<file path="src/dtec_pkg.sv">
// Constants and types for the dual timer/event counter block.
// Assumes a single 100 MHz pclk domain and an APB register slave.
package dtec_pkg;
    // ********************************
    // Register byte addresses
    // ********************************
    localparam logic [11:0] CTRL_OFS = 12'h000;  // run, overflow flags
    localparam logic [11:0] MODE_OFS = 12'h004;  // gate, source, mode per timer
    localparam logic [11:0] CNT0_OFS = 12'h008;  // timer 0 high:low
    localparam logic [11:0] CNT1_OFS = 12'h00C;  // timer 1 high:low
    localparam logic [11:0] IMSK_OFS = 12'h010;  // interrupt mask
    localparam logic [11:0] CFG_OFS = 12'h014;   // double speed select

    // ********************************
    // Field positions
    // ********************************
    localparam int RUN0_BIT = 0;
    localparam int RUN1_BIT = 1;
    localparam int OVF0_BIT = 4;
    localparam int OVF1_BIT = 5;
    localparam int MODE_LO = 0;   // two bits per timer, 4 bits apart
    localparam int SRC_BIT = 2;
    localparam int GATE_BIT = 3;
    localparam int TMR_STRIDE = 4;

    // ********************************
    // Reset values and timing
    // ********************************
    localparam logic [7:0] CNT_RST = 8'h00;
    localparam logic [7:0] MODE_RST = 8'h00;
    localparam int PER_CYCLE_CLKS = 6;    // peripheral clocks per peripheral cycle
    localparam int OSC_DIV_STD = 2;       // pclk cycles per peripheral clock, standard
    localparam int OSC_DIV_X2 = 1;        // pclk cycles per peripheral clock, double speed
    localparam logic [3:0] PCYC_STD = 4'(PER_CYCLE_CLKS * OSC_DIV_STD);
    localparam logic [3:0] PCYC_X2 = 4'(PER_CYCLE_CLKS * OSC_DIV_X2);
    localparam logic [4:0] PRESC_MAX = 5'h1F;

    typedef enum logic [1:0] {
        DTEC_M13 = 2'h0,
        DTEC_M16 = 2'h1,
        DTEC_M8R = 2'h2,
        DTEC_MSPLIT = 2'h3
    } dtec_mode_t;
endpackage : dtec_pkg

</file>
<file path="src/dtec_top.sv">
// Dual 16-bit timer/event counter with APB register access.
// Assumes count and gating pins are asynchronous; APB on pclk.
// What this block does
// RQ1: Two independently configured timer/counters, each a timer or event counter.
// RQ2: The low byte cascades into the high byte to form a 16-bit counter.
// RQ3: Low overflow bumps the high byte; high overflow sets the overflow flag and interrupt.
// RQ4: Counting proceeds only while the run bit is set.
// RQ5: Setting the run bit leaves the count bytes untouched.
// RQ6: Counts read back at any time with no side effect.
// RQ7: Software stops the timer before presetting counts.
// RQ8: Software stops the timer before changing mode.
// RQ9: Source 0 counts once per peripheral cycle of six peripheral clocks.
// RQ10: Source 1 counts a high sample followed by a low sample of the count pin.
// RQ11: Edge detection spans two peripheral cycles, so the rate is at most a twelfth.
// RQ12: External events hold each level at least one peripheral cycle.
// RQ13: A two-bit field picks one of four modes; mode 3 differs between timers.
// RQ14: With gate and run set, counting also needs the gating pin high.
// RQ15: Mode 0 counts 13 bits with a five-bit prescaler in the low byte.
// RQ16: Mode 2 counts the low byte and reloads it from the high byte on overflow.
// RQ17: Mode 3 splits timer 0; its high byte times with timer 1's run and flag.
//
// The APB interface to the registers and the address map were decided locally.
`timescale 1ns/10ps
`default_nettype none
module dtec_top
    import dtec_pkg::*;
(
    // Clock and reset
    input wire logic pclk,
    input wire logic presetn,
    // APB slave
    input wire logic psel,
    input wire logic penable,
    input wire logic pwrite,
    input wire logic [11:0] paddr,
    input wire logic [31:0] pwdata,
    output logic [31:0] prdata,
    output logic pready,
    output logic pslverr,
    // External pins
    input wire logic [1:0] count_pin,
    input wire logic [1:0] gating_input_pin,
    // Interrupt
    output logic irq
);
    // ********************************
    // State
    // ********************************
    // One packed struct, so reset and update stay in one place
    typedef struct packed {
        logic [1:0] cnt_s1;
        logic [1:0] cnt_s2;
        logic [1:0] gat_s1;
        logic [1:0] gat_s2;
        logic [1:0] smp;          // last per-cycle pin sample
        logic [1:0] run_bit;
        logic [1:0] overflow_flag;
        logic [7:0] mode;
        logic [1:0] imask;
        logic double_speed_mode;
        logic [7:0] hi0;
        logic [7:0] lo0;
        logic [7:0] hi1;
        logic [7:0] lo1;
        logic [31:0] rdata;
    } dtec_st_t;
    dtec_st_t s_r, s_nxt;
    logic tick;

    // Register decode shared by read and write paths
    function automatic logic [2:0] reg_sel(input logic [11:0] a);
        unique case (a)
            CTRL_OFS: reg_sel = 3'h1;
            MODE_OFS: reg_sel = 3'h2;
            CNT0_OFS: reg_sel = 3'h3;
            CNT1_OFS: reg_sel = 3'h4;
            IMSK_OFS: reg_sel = 3'h5;
            CFG_OFS: reg_sel = 3'h6;
            default: reg_sel = 3'h0;
        endcase
    endfunction : reg_sel

    // RQ9 peripheral cycle ticks
    dtec_cyc u_cyc (
        .pclk(pclk),
        .presetn(presetn),
        .double_speed_mode(s_r.double_speed_mode),
        .tick(tick)
    );

    // ********************************
    // Next state
    // ********************************
    // Helpers, each given a value in the process before it is read
    logic [1:0] inc;
    logic [1:0] src;
    logic [1:0] gate;
    logic [1:0] fall;
    logic [1:0] set_ovf;
    logic [1:0] md0, md1;
    logic hi0_inc;
    logic [8:0] s9;
    logic [2:0] sel;
    logic wr_acc;
    logic rd_setup;

    always_comb begin
        // Hold every field unless a branch below changes it
        s_nxt = s_r;
        set_ovf = 2'b00;
        // RQ13 two-bit mode per timer
        md0 = s_r.mode[MODE_LO +: 2];
        md1 = s_r.mode[TMR_STRIDE + MODE_LO +: 2];
        hi0_inc = 1'b0;
        s9 = 9'h000;
        sel = reg_sel(paddr);
        // Writes land in the access phase; reads are captured a cycle earlier
        wr_acc = psel && penable && pwrite;
        rd_setup = psel && !penable && !pwrite;
        // Pin synchronisers, two flops before any use
        s_nxt.cnt_s1 = count_pin;
        s_nxt.cnt_s2 = s_r.cnt_s1;
        s_nxt.gat_s1 = gating_input_pin;
        s_nxt.gat_s2 = s_r.gat_s1;
        // One pin sample per peripheral cycle; the edge test compares to it
        if (tick) begin
            s_nxt.smp = s_r.cnt_s2;
        end
        // RQ1 two independent timers
        for (int i = 0; i < 2; i++) begin
            src[i] = s_r.mode[i * TMR_STRIDE + SRC_BIT];
            gate[i] = s_r.mode[i * TMR_STRIDE + GATE_BIT];
            // RQ10 RQ11 high then low
            fall[i] = s_r.smp[i] && !s_r.cnt_s2[i];
            // RQ4 RQ14 run and gating
            inc[i] = tick && s_r.run_bit[i] && (!gate[i] || s_r.gat_s2[i])
                && (src[i] ? fall[i] : 1'b1);
        end
        // Timer 1 stalls in mode 3 (hold) or lends its run bit to timer 0
        if (md1 == DTEC_MSPLIT) begin
            inc[1] = 1'b0;
        end

        // ********************************
        // Timer 0 counting
        // ********************************
        if (inc[0]) begin
            unique case (dtec_mode_t'(md0))
                // RQ15 13-bit prescaled
                DTEC_M13: begin
                    // Upper three bits of the low byte just hold
                    s_nxt.lo0 = {s_r.lo0[7:5], s_r.lo0[4:0] + 5'h01};
                    if (s_r.lo0[4:0] == PRESC_MAX) begin
                        s9 = {1'b0, s_r.hi0} + 9'h001;
                        s_nxt.hi0 = s9[7:0];
                        set_ovf[0] = s9[8];
                    end
                end
                // RQ2 RQ3 16-bit cascade
                DTEC_M16: begin
                    s_nxt.lo0 = s_r.lo0 + 8'h01;
                    if (s_r.lo0 == 8'hFF) begin
                        s9 = {1'b0, s_r.hi0} + 9'h001;
                        s_nxt.hi0 = s9[7:0];
                        set_ovf[0] = s9[8];
                    end
                end
                // RQ16 auto-reload
                DTEC_M8R: begin
                    if (s_r.lo0 == 8'hFF) begin
                        s_nxt.lo0 = s_r.hi0;
                        set_ovf[0] = 1'b1;
                    end else begin
                        s_nxt.lo0 = s_r.lo0 + 8'h01;
                    end
                end
                // RQ17 low byte as 8-bit counter
                DTEC_MSPLIT: begin
                    s_nxt.lo0 = s_r.lo0 + 8'h01;
                    set_ovf[0] = (s_r.lo0 == 8'hFF);
                end
            endcase
        end
        // RQ17 high byte times on timer 1 run bit, sets timer 1 flag
        if (md0 == DTEC_MSPLIT) begin
            hi0_inc = tick && s_r.run_bit[1];
            if (hi0_inc) begin
                s_nxt.hi0 = s_r.hi0 + 8'h01;
                set_ovf[1] = (s_r.hi0 == 8'hFF);
            end
        end

        // ********************************
        // Timer 1 counting (mode 3 holds)
        // ********************************
        // Timer 1 still counts while timer 0 is split; the flag is then shared
        if (inc[1]) begin
            unique case (dtec_mode_t'(md1))
                // RQ15 13-bit prescaled
                DTEC_M13: begin
                    s_nxt.lo1 = {s_r.lo1[7:5], s_r.lo1[4:0] + 5'h01};
                    if (s_r.lo1[4:0] == PRESC_MAX) begin
                        s9 = {1'b0, s_r.hi1} + 9'h001;
                        s_nxt.hi1 = s9[7:0];
                        set_ovf[1] = set_ovf[1] | s9[8];
                    end
                end
                // RQ2 RQ3 16-bit cascade
                DTEC_M16: begin
                    s_nxt.lo1 = s_r.lo1 + 8'h01;
                    if (s_r.lo1 == 8'hFF) begin
                        s9 = {1'b0, s_r.hi1} + 9'h001;
                        s_nxt.hi1 = s9[7:0];
                        set_ovf[1] = set_ovf[1] | s9[8];
                    end
                end
                // RQ16 auto-reload
                DTEC_M8R: begin
                    if (s_r.lo1 == 8'hFF) begin
                        s_nxt.lo1 = s_r.hi1;
                        set_ovf[1] = 1'b1;
                    end else begin
                        s_nxt.lo1 = s_r.lo1 + 8'h01;
                    end
                end
                // RQ17 mode 3 holds the count
                DTEC_MSPLIT: begin
                    s_nxt.lo1 = s_r.lo1;
                end
            endcase
        end

        // ********************************
        // Register writes
        // ********************************
        // RQ5 run bit write touches no counts
        if (wr_acc) begin
            unique case (sel)
                3'h1: begin
                    s_nxt.run_bit = {pwdata[RUN1_BIT], pwdata[RUN0_BIT]};
                    s_nxt.overflow_flag = s_r.overflow_flag & ~{pwdata[OVF1_BIT], pwdata[OVF0_BIT]};
                end
                // RQ8 caller stops timer first
                3'h2: s_nxt.mode = pwdata[7:0];
                // RQ7 caller stops timer first
                3'h3: {s_nxt.hi0, s_nxt.lo0} = pwdata[15:0];
                3'h4: {s_nxt.hi1, s_nxt.lo1} = pwdata[15:0];
                3'h5: s_nxt.imask = pwdata[1:0];
                3'h6: s_nxt.double_speed_mode = pwdata[0];
                // Unmapped writes change nothing
                default: s_nxt.imask = s_r.imask;
            endcase
        end
        // RQ3 set wins over clear
        s_nxt.overflow_flag = s_nxt.overflow_flag | set_ovf;

        // Trade-off: a read shows the count one cycle before the access phase
        // RQ6 reads have no side effect, captured in setup
        if (rd_setup) begin
            s_nxt.rdata = 32'h0000_0000;
            unique case (sel)
                3'h1: begin
                    s_nxt.rdata[RUN0_BIT] = s_r.run_bit[0];
                    s_nxt.rdata[RUN1_BIT] = s_r.run_bit[1];
                    s_nxt.rdata[OVF0_BIT] = s_r.overflow_flag[0];
                    s_nxt.rdata[OVF1_BIT] = s_r.overflow_flag[1];
                end
                3'h2: s_nxt.rdata[7:0] = s_r.mode;
                3'h3: s_nxt.rdata[15:0] = {s_r.hi0, s_r.lo0};
                3'h4: s_nxt.rdata[15:0] = {s_r.hi1, s_r.lo1};
                3'h5: s_nxt.rdata[1:0] = s_r.imask;
                3'h6: s_nxt.rdata[0] = s_r.double_speed_mode;
                default: s_nxt.rdata = 32'h0000_0000;
            endcase
        end
    end

    // ********************************
    // Outputs
    // ********************************
    // Zero-wait slave; error on unmapped address
    assign pready = 1'b1;
    // Error shown only in the access phase
    assign pslverr = psel && penable && (reg_sel(paddr) == 3'h0);
    assign prdata = s_r.rdata;
    // RQ3 level request until cleared or masked
    assign irq = |(s_r.overflow_flag & s_r.imask);

    // State register
    always_ff @(posedge pclk or negedge presetn) begin
        if (!presetn) begin
            s_r <= '0;
            // Counts and mode start from their reset values
            s_r.mode <= MODE_RST;
            s_r.hi0 <= CNT_RST;
            s_r.lo0 <= CNT_RST;
            s_r.hi1 <= CNT_RST;
            s_r.lo1 <= CNT_RST;
        end else begin
            s_r <= s_nxt;
        end
    end
endmodule : dtec_top
`default_nettype wire

</file>
<file path="src/dtec_cyc.sv">
// Peripheral cycle tick generator.
// Assumes pclk stands in for the oscillator.
`timescale 1ns/10ps
`default_nettype none
module dtec_cyc
    import dtec_pkg::*;
(
    // Clock and reset
    input wire logic pclk,
    input wire logic presetn,
    // Control
    input wire logic double_speed_mode,
    // Tick out
    output logic tick
);
    typedef struct packed {
        logic [3:0] cnt;
    } dtec_cyc_st_t;
    dtec_cyc_st_t s_r, s_nxt;
    logic [3:0] lim;

    // Period of one peripheral cycle
    always_comb begin
        lim = double_speed_mode ? PCYC_X2 : PCYC_STD;
        s_nxt = s_r;
        if (s_r.cnt >= lim - 4'h1) begin
            s_nxt.cnt = 4'h0;
        end else begin
            s_nxt.cnt = s_r.cnt + 4'h1;
        end
    end

    assign tick = (s_r.cnt == 4'h0);

    // State register
    always_ff @(posedge pclk or negedge presetn) begin
        if (!presetn) begin
            s_r <= '0;
        end else begin
            s_r <= s_nxt;
        end
    end
endmodule : dtec_cyc
`default_nettype wire

</file>
<file path="config.mk">
export PLATFORM = sky130hd
export DESIGN_NAME = dtec_top
export DESIGN_NICKNAME = d
export VERILOG_FILES = /design/src/dtec_pkg.sv /design/src/dtec_top.sv /design/src/dtec_cyc.sv
export SDC_FILE = /design/constraint.sdc
export NUM_CORES = 1
export LEC_CHECK = 0
export BUFFER_PORTS_ARGS = -buffer_cell sky130_fd_sc_hd__buf_2
export CAP_MARGIN = 0
export CORE_UTILIZATION = 56
export DETAILED_ROUTE_END_ITERATION = 7
export PLACE_DENSITY = 0.91
export SKIP_CTS_REPAIR_TIMING = 1
export SLEW_MARGIN = 40
export SYNTH_ARGS = -nofsm -noshare
export SYNTH_HDL_FRONTEND = slang
export SYNTH_SLANG_ARGS = --single-unit
</file>
<file path="constraint.sdc">
create_clock -name pclk -period 2.5 [get_ports pclk]
set_input_delay 0.25 -clock pclk [delete_from_list [all_inputs] [get_ports pclk]]
set_output_delay 0.25 -clock pclk [all_outputs]
set_load 0.01 [all_outputs]
</file>
# --- Word-level counts from Yosys, hierarchy flattened ---
# Cells that the tools add are included.
word_totals:
  ff_bits: 77
  input_bits: 53
  wordCells: 130
  output_inout_bits: 35
op_classes:
  muxes: 45
  addsub: 9
  reduce_logical: 32
  bitwise_logic: 5
  order_cmp: 1
  n_eq_ne: 22
op_table:
  columns: ["cell", "count"]
  rows:
  - ["$mux 8", 9]
  - ["$mux 16", 4]
  - ["$pmux 8 s2", 3]
  - ["$mux 45", 1]
  - ["$pmux 8 s4", 1]
  - ["$add 8x1->8 const B", 3]
  - ["$eq 12x4->1 const B", 2]
  - ["$eq 12x5->1 const B", 2]
  - ["$eq 8x8->1 const B", 3]
  - ["$pmux 8 s3", 1]
  - ["$add 8x1->9 const B", 2]
  - ["$pmux 3 s6", 1]
  - ["$mux 1", 14]
  - ["$logic_and 1x1->1", 13]
  - ["$eq 12x3->1 const B", 1]
  - ["$logic_not 12->1", 1]
  - ["$pmux 2 s3", 2]
  - ["$add 5x1->5 const B", 2]
  - ["$eq 5x5->1 const B", 2]
  - ["$eq 3x3->1 const B", 3]
  - ["$eq 2x2->1 const B", 4]
  - ["$mux 4", 2]
  - ["$pmux 2 s4", 1]
  - ["$reduce_and 2->1", 4]
  - ["other kinds (21)", 33]

# --- Longest topological paths before layout ---
depth:
  depth_word: 10
  ltp_mapped: 9
  depth_no_buf: 8

# --- Cells and area by module ---
# From an unflattened synthesis, not the netlist that was laid out.
hier_totals:
  hier_cells: 515
  hier_area_um2: 4735.8
modules_own_cells:
  columns: ["module", "seq_area_each_um2", "area_each_um2", "cells_each", "n_inst"]
  rows:
  - ["dtec_top", 1826.8, 4490.6, 490, 1]
  - ["dtec_cyc", 100.1, 245.2, 25, 1]

# --- Worst setup path after synthesis ---
# OpenSTA, ideal clock, no wires.
synth_timing:
  path_kind: "flip-flop to flip-flop"
  startpoint: "reg u_cyc.s_r[0] in the netlist's numbering"
  endpoint: "reg s_r[59] in the netlist's numbering"
  period_less_slack_ns: 1.971
  required_time_ns: 2.375
  t_arrival_ns: 1.846
  path_buffers: 0
  path_stages_with_launch: 9
  slack_ns: 0.529
  setup_ns: 0.125
  path_cell_list: "dfrtp_1 > inv_1 > ha_1 > nor3b_4 > o2111a_1 > nand4_2 > a21oi_1 > xor2_1 > mux2_2"
synth_rtl:
  columns: ["item", "line_no", "source"]
  rows:
  - ["start, declared", "dtec_cyc.sv:19", "dtec_cyc_st_t s_r, s_nxt;"]
  - ["start signal, assigned", "dtec_cyc.sv:40", "s_r <= s_nxt;"]
  - ["end signal, assigned", "dtec_top.sv:300", "s_r <= s_nxt;"]
  - ["end, declared", "dtec_top.sv:67", "dtec_st_t s_r, s_nxt;"]

==> impl_metrics.py <==
metrics = {
    "status": {
        "status": "finished, final reports clean",
    },
    "sta": {
        "fmax_mhz": 452,
        "period_minus_slack_ns": 2.21,
        "rsz0062_at_grt": "no",
        "tightestPinTransition_ns": 0.695,
        "fin_crit_sh_pct": 88.6,
        "finalHoldViolCount": 0,
        "setup_viol": 0,
        "skew_ns": 0.00935,
        "drv_slew": 0,
        "tns_ns": 0,
        "maxSlewHeadroom_pct": 53.7,
    },
    "placed_design": {
        "dp_hpwl_um": 8450,
        "placed_area_mm2": 0.00489,
        "portBuffers": 54,
        "place_congestion": 0.953,
    },
    "critical_path": {
        "setup.worst_path.end_class": "flop",
        "ff2ff_setup_slack_ns": 0.29,
        "critPathLaunchType": "flop",
        "cp_num_buf_inv": 1,
        "slowest_stage": "dfrtp_1",
        "crit_family": "simple AND/OR/NAND/NOR gates",
        "worstReg2RegStart": "u_cyc.s_r[0]",
        "cp_slowest_stage_delay_ns": 0.43,
        "worstReg2RegEnd": "s_r[59]",
        "required_ns": 2.74,
        "crit_chain": "inv_1 > ha_1 > nor3b_4 > o2111a_1 > nand4_2 > a21oi_1 > xor2_1 > mux2_2",
        "rr_worst_depth": 8,
        "worst-endpoint-arrival_ns": 2.45,
        "crit_type": "reg2reg",
        "crit_fanout": 7,
    },
    "power_and_ir_drop": {
        "seqPwrFrac_pct": 51.4,
        "intPower_mw": 1.94,
        "clock_power_share_pct": 36.1,
        "p_per_area_mw_per_mm2": 517,
        "p_sw_mw": 0.716,
        "p_sw_share_pct": 26.9,
        "combPwrFrac_pct": 12.5,
        "p_leak_nw": 2.18,
        "ir_drop_mv": 0.261,
    },
    "cells_and_area": {
        "syn_to_final_growth_pct": 8.96,
        "design_area_mm2": 0.00514,
        "mostFrequentLayoutCells": "dfrtp_1 (77), nand2_1 (56), buf_2 (53)",
        "num_antenna_cells": 0,
        "fin_nets": 604,
        "drive_above_1_share_pct": 21.5,
        "final_common_cell": "dfrtp_1",
    },
    "global_route": {
        "use_met2_pct": 44.2,
        "grt_overflow_total": 0,
        "grt_pass1_vias": 3749,
        "grt_max_degree": 78,
        "grt_pass1_wl_um": 18600,
        "antenna_found_initial": 0,
        "grt_usage_pct": 28.0,
        "grtUsageMet1_pct": 37.2,
        "grtUsageMet3_pct": 5.83,
        "top_usage_layer": "met2",
    },
    "synthesis": {
        "ys.flop_type": "dfrtp_1",
        "yosys_register_bits": 77,
        "syn_inst": 502,
        "yosysTopAreaCell": "dfrtp_1",
        "synthArstFlopShare_pct": 100,
        "synth_area_per_cell_um2": 9.40,
        "netlist.area_leader.share_pct": 40.8,
        "synthTopCellsByArea": "dfrtp_1 (41%), buf_4 (5.6%), mux2_2 (4.8%)",
        "yosys_warnings": 0,
        "ys_seq_area_share_pct": 40.8,
        "synth_edf_count": 0,
        "ys_types": 64,
        "synth_area_mm2": 0.00472,
    },
    "detailed_routing": {
        "wire_per_inst_um": 17.8,
        "drc": 0,
        "firstDrtPassIters": 5,
        "post_drt_via_cell_ratio": 6.11,
        "routed_wl_um": 11600,
        "vias": 3972,
        "ant_nets": 0,
        "dr.first_iter.drc_count": 302,
    },
    "die": {
        "die_x_um": 93.8,
        "io_pins": 88,
        "die_h_um": 93.8,
        "row_count": 33,
        "floorplan.initialDensity_pct": 57.7,
        "dieArea_mm2": 0.00880,
        "coreArea_mm2": 0.00818,
    },
    "clock_tree": {
        "cts_tree": "done",
        "root_buffer": "clkbuf_8",
        "cts_buffers": 9,
        "clockBufferDepth": 2,
        "insertion_delay_ns": 0.35,
        "clk_pin_slew_worst_paths_ns": 0.08,
        "cts_num_sinks": 77,
        "cts_htree_levels": 3,
    },
    "worst_hold_path": {
        "whs_endpoint": "s_r[61]",
        "holdPathStages": 3,
        "hp-start": "pwdata[13]",
        "hold_class": "in2reg",
    },
    "run": {
        "cap_violations": 0,
    },
}
-- layer usage --
layer,part of all wire (%),routed length (um)
met1,42,4830
met2,47,5480
met3,8.2,948
met4,2.6,295
met5,0,0
-- logic make-up after synthesis --
kind of cell	count (synthesis)	synth area share, %
AND/OR/NAND/NOR	168	18.7
AO/OA/AOI/OAI	131	18.1
flip-flops	77	40.8
buffers and inverters	65	8.14
multiplexers	32	8.22
XOR/XNOR	16	2.97
adder cells (fa/ha/maj)	11	2.92
other	2	0.159
-- how the worst max path moves through the flow --
stage	startpoint	to	slack, ns	cells past startpoint
final	u_cyc.s_r[0]	s_r[59]	0.29	8
after global routing	s_r[32]	s_r[41]	0.17	8
after CTS	u_cyc.s_r[0]	s_r[59]	0.29	8
after detailed placement	u_cyc.s_r[0]	s_r[59]	0.32	8
after global placement	u_cyc.s_r[0]	s_r[59]	0.36	8
after floorplan	u_cyc.s_r[0]	s_r[59]	0.53	8
-- state kept, by name (all words and copies together), names as in the netlist --
name / cells
md1: 2
gate: 2
s_r: 47
u_cyc.s_r: 4
s_nxt: 4
md0: 2
prdata: 16
-- power groups by stage --
| stage | Sequential (mW) | Clock [mW] | Combinational (mW) |
|---|---|---|---|
| floorplan | 1.37 | 0 | 0.240 |
| global placement | 1.38 | 0 | 0.310 |
| detailed placement | 1.39 | 0 | 0.324 |
| CTS | 1.36 | 0.978 | 0.327 |
| global route | 1.37 | 1.03 | 0.382 |
| finish | 1.37 | 0.959 | 0.333 |
-- cell type report --
type | count | area, um^2
fill | 673 | 3030
multi-input combinational | 375 | 2470
sequential | 77 | 1930
timing repair buffer | 63 | 357
clock buffer | 11 | 141
tap | 105 | 131
clock inverter | 5 | 60.1
inverter | 14 | 52.6
-- per-stage QoR --
step	power [mW]	util [%]	setup WS [ns]	hold slack, ns	cells
after detailed placement	1.71	59.8	0.316	0.325	629
after CTS	2.67	62.3	0.290	-0.0647	645
after floorplan	1.61	-	0.529	-0.0456	517
after global placement	1.69	59.8	0.365	0.333	629
after global routing	2.78	62.9	0.173	0.120	650
final	2.66	62.9	0.286	0.118	650
-- cells in the mapped netlist (8+ instances only) --
| cell type | n |
|---|---|
| inv_1 | 13 |
| a21oi_1 | 34 |
| xor2_1 | 8 |
| and3_1 | 9 |
| nor2_1 | 30 |
| ha_1 | 11 |
| clkbuf_1 | 8 |
| xnor2_1 | 8 |
| nand4_1 | 8 |
| dfrtp_1 | 77 |
| nand2_1 | 56 |
| a22oi_1 | 18 |
| mux2_2 | 20 |
| buf_4 | 35 |
| nand3_1 | 21 |
| o21ai_1 | 12 |
| o21ai_0 | 29 |
-- worst register-to-register path: cells and delay by family (launching register included) --
family | cells | cell delay (ns)
buffers and inverters | 1 | 0.08
XOR/XNOR | 1 | 0.08
flip-flops | 1 | 0.43
adder cells (fa/ha/maj) | 1 | 0.16
AND/OR/NAND/NOR | 2 | 0.55
multiplexers | 1 | 0.27
AO/OA/AOI/OAI | 2 | 0.53
Power figures use the tool's default switching activity.
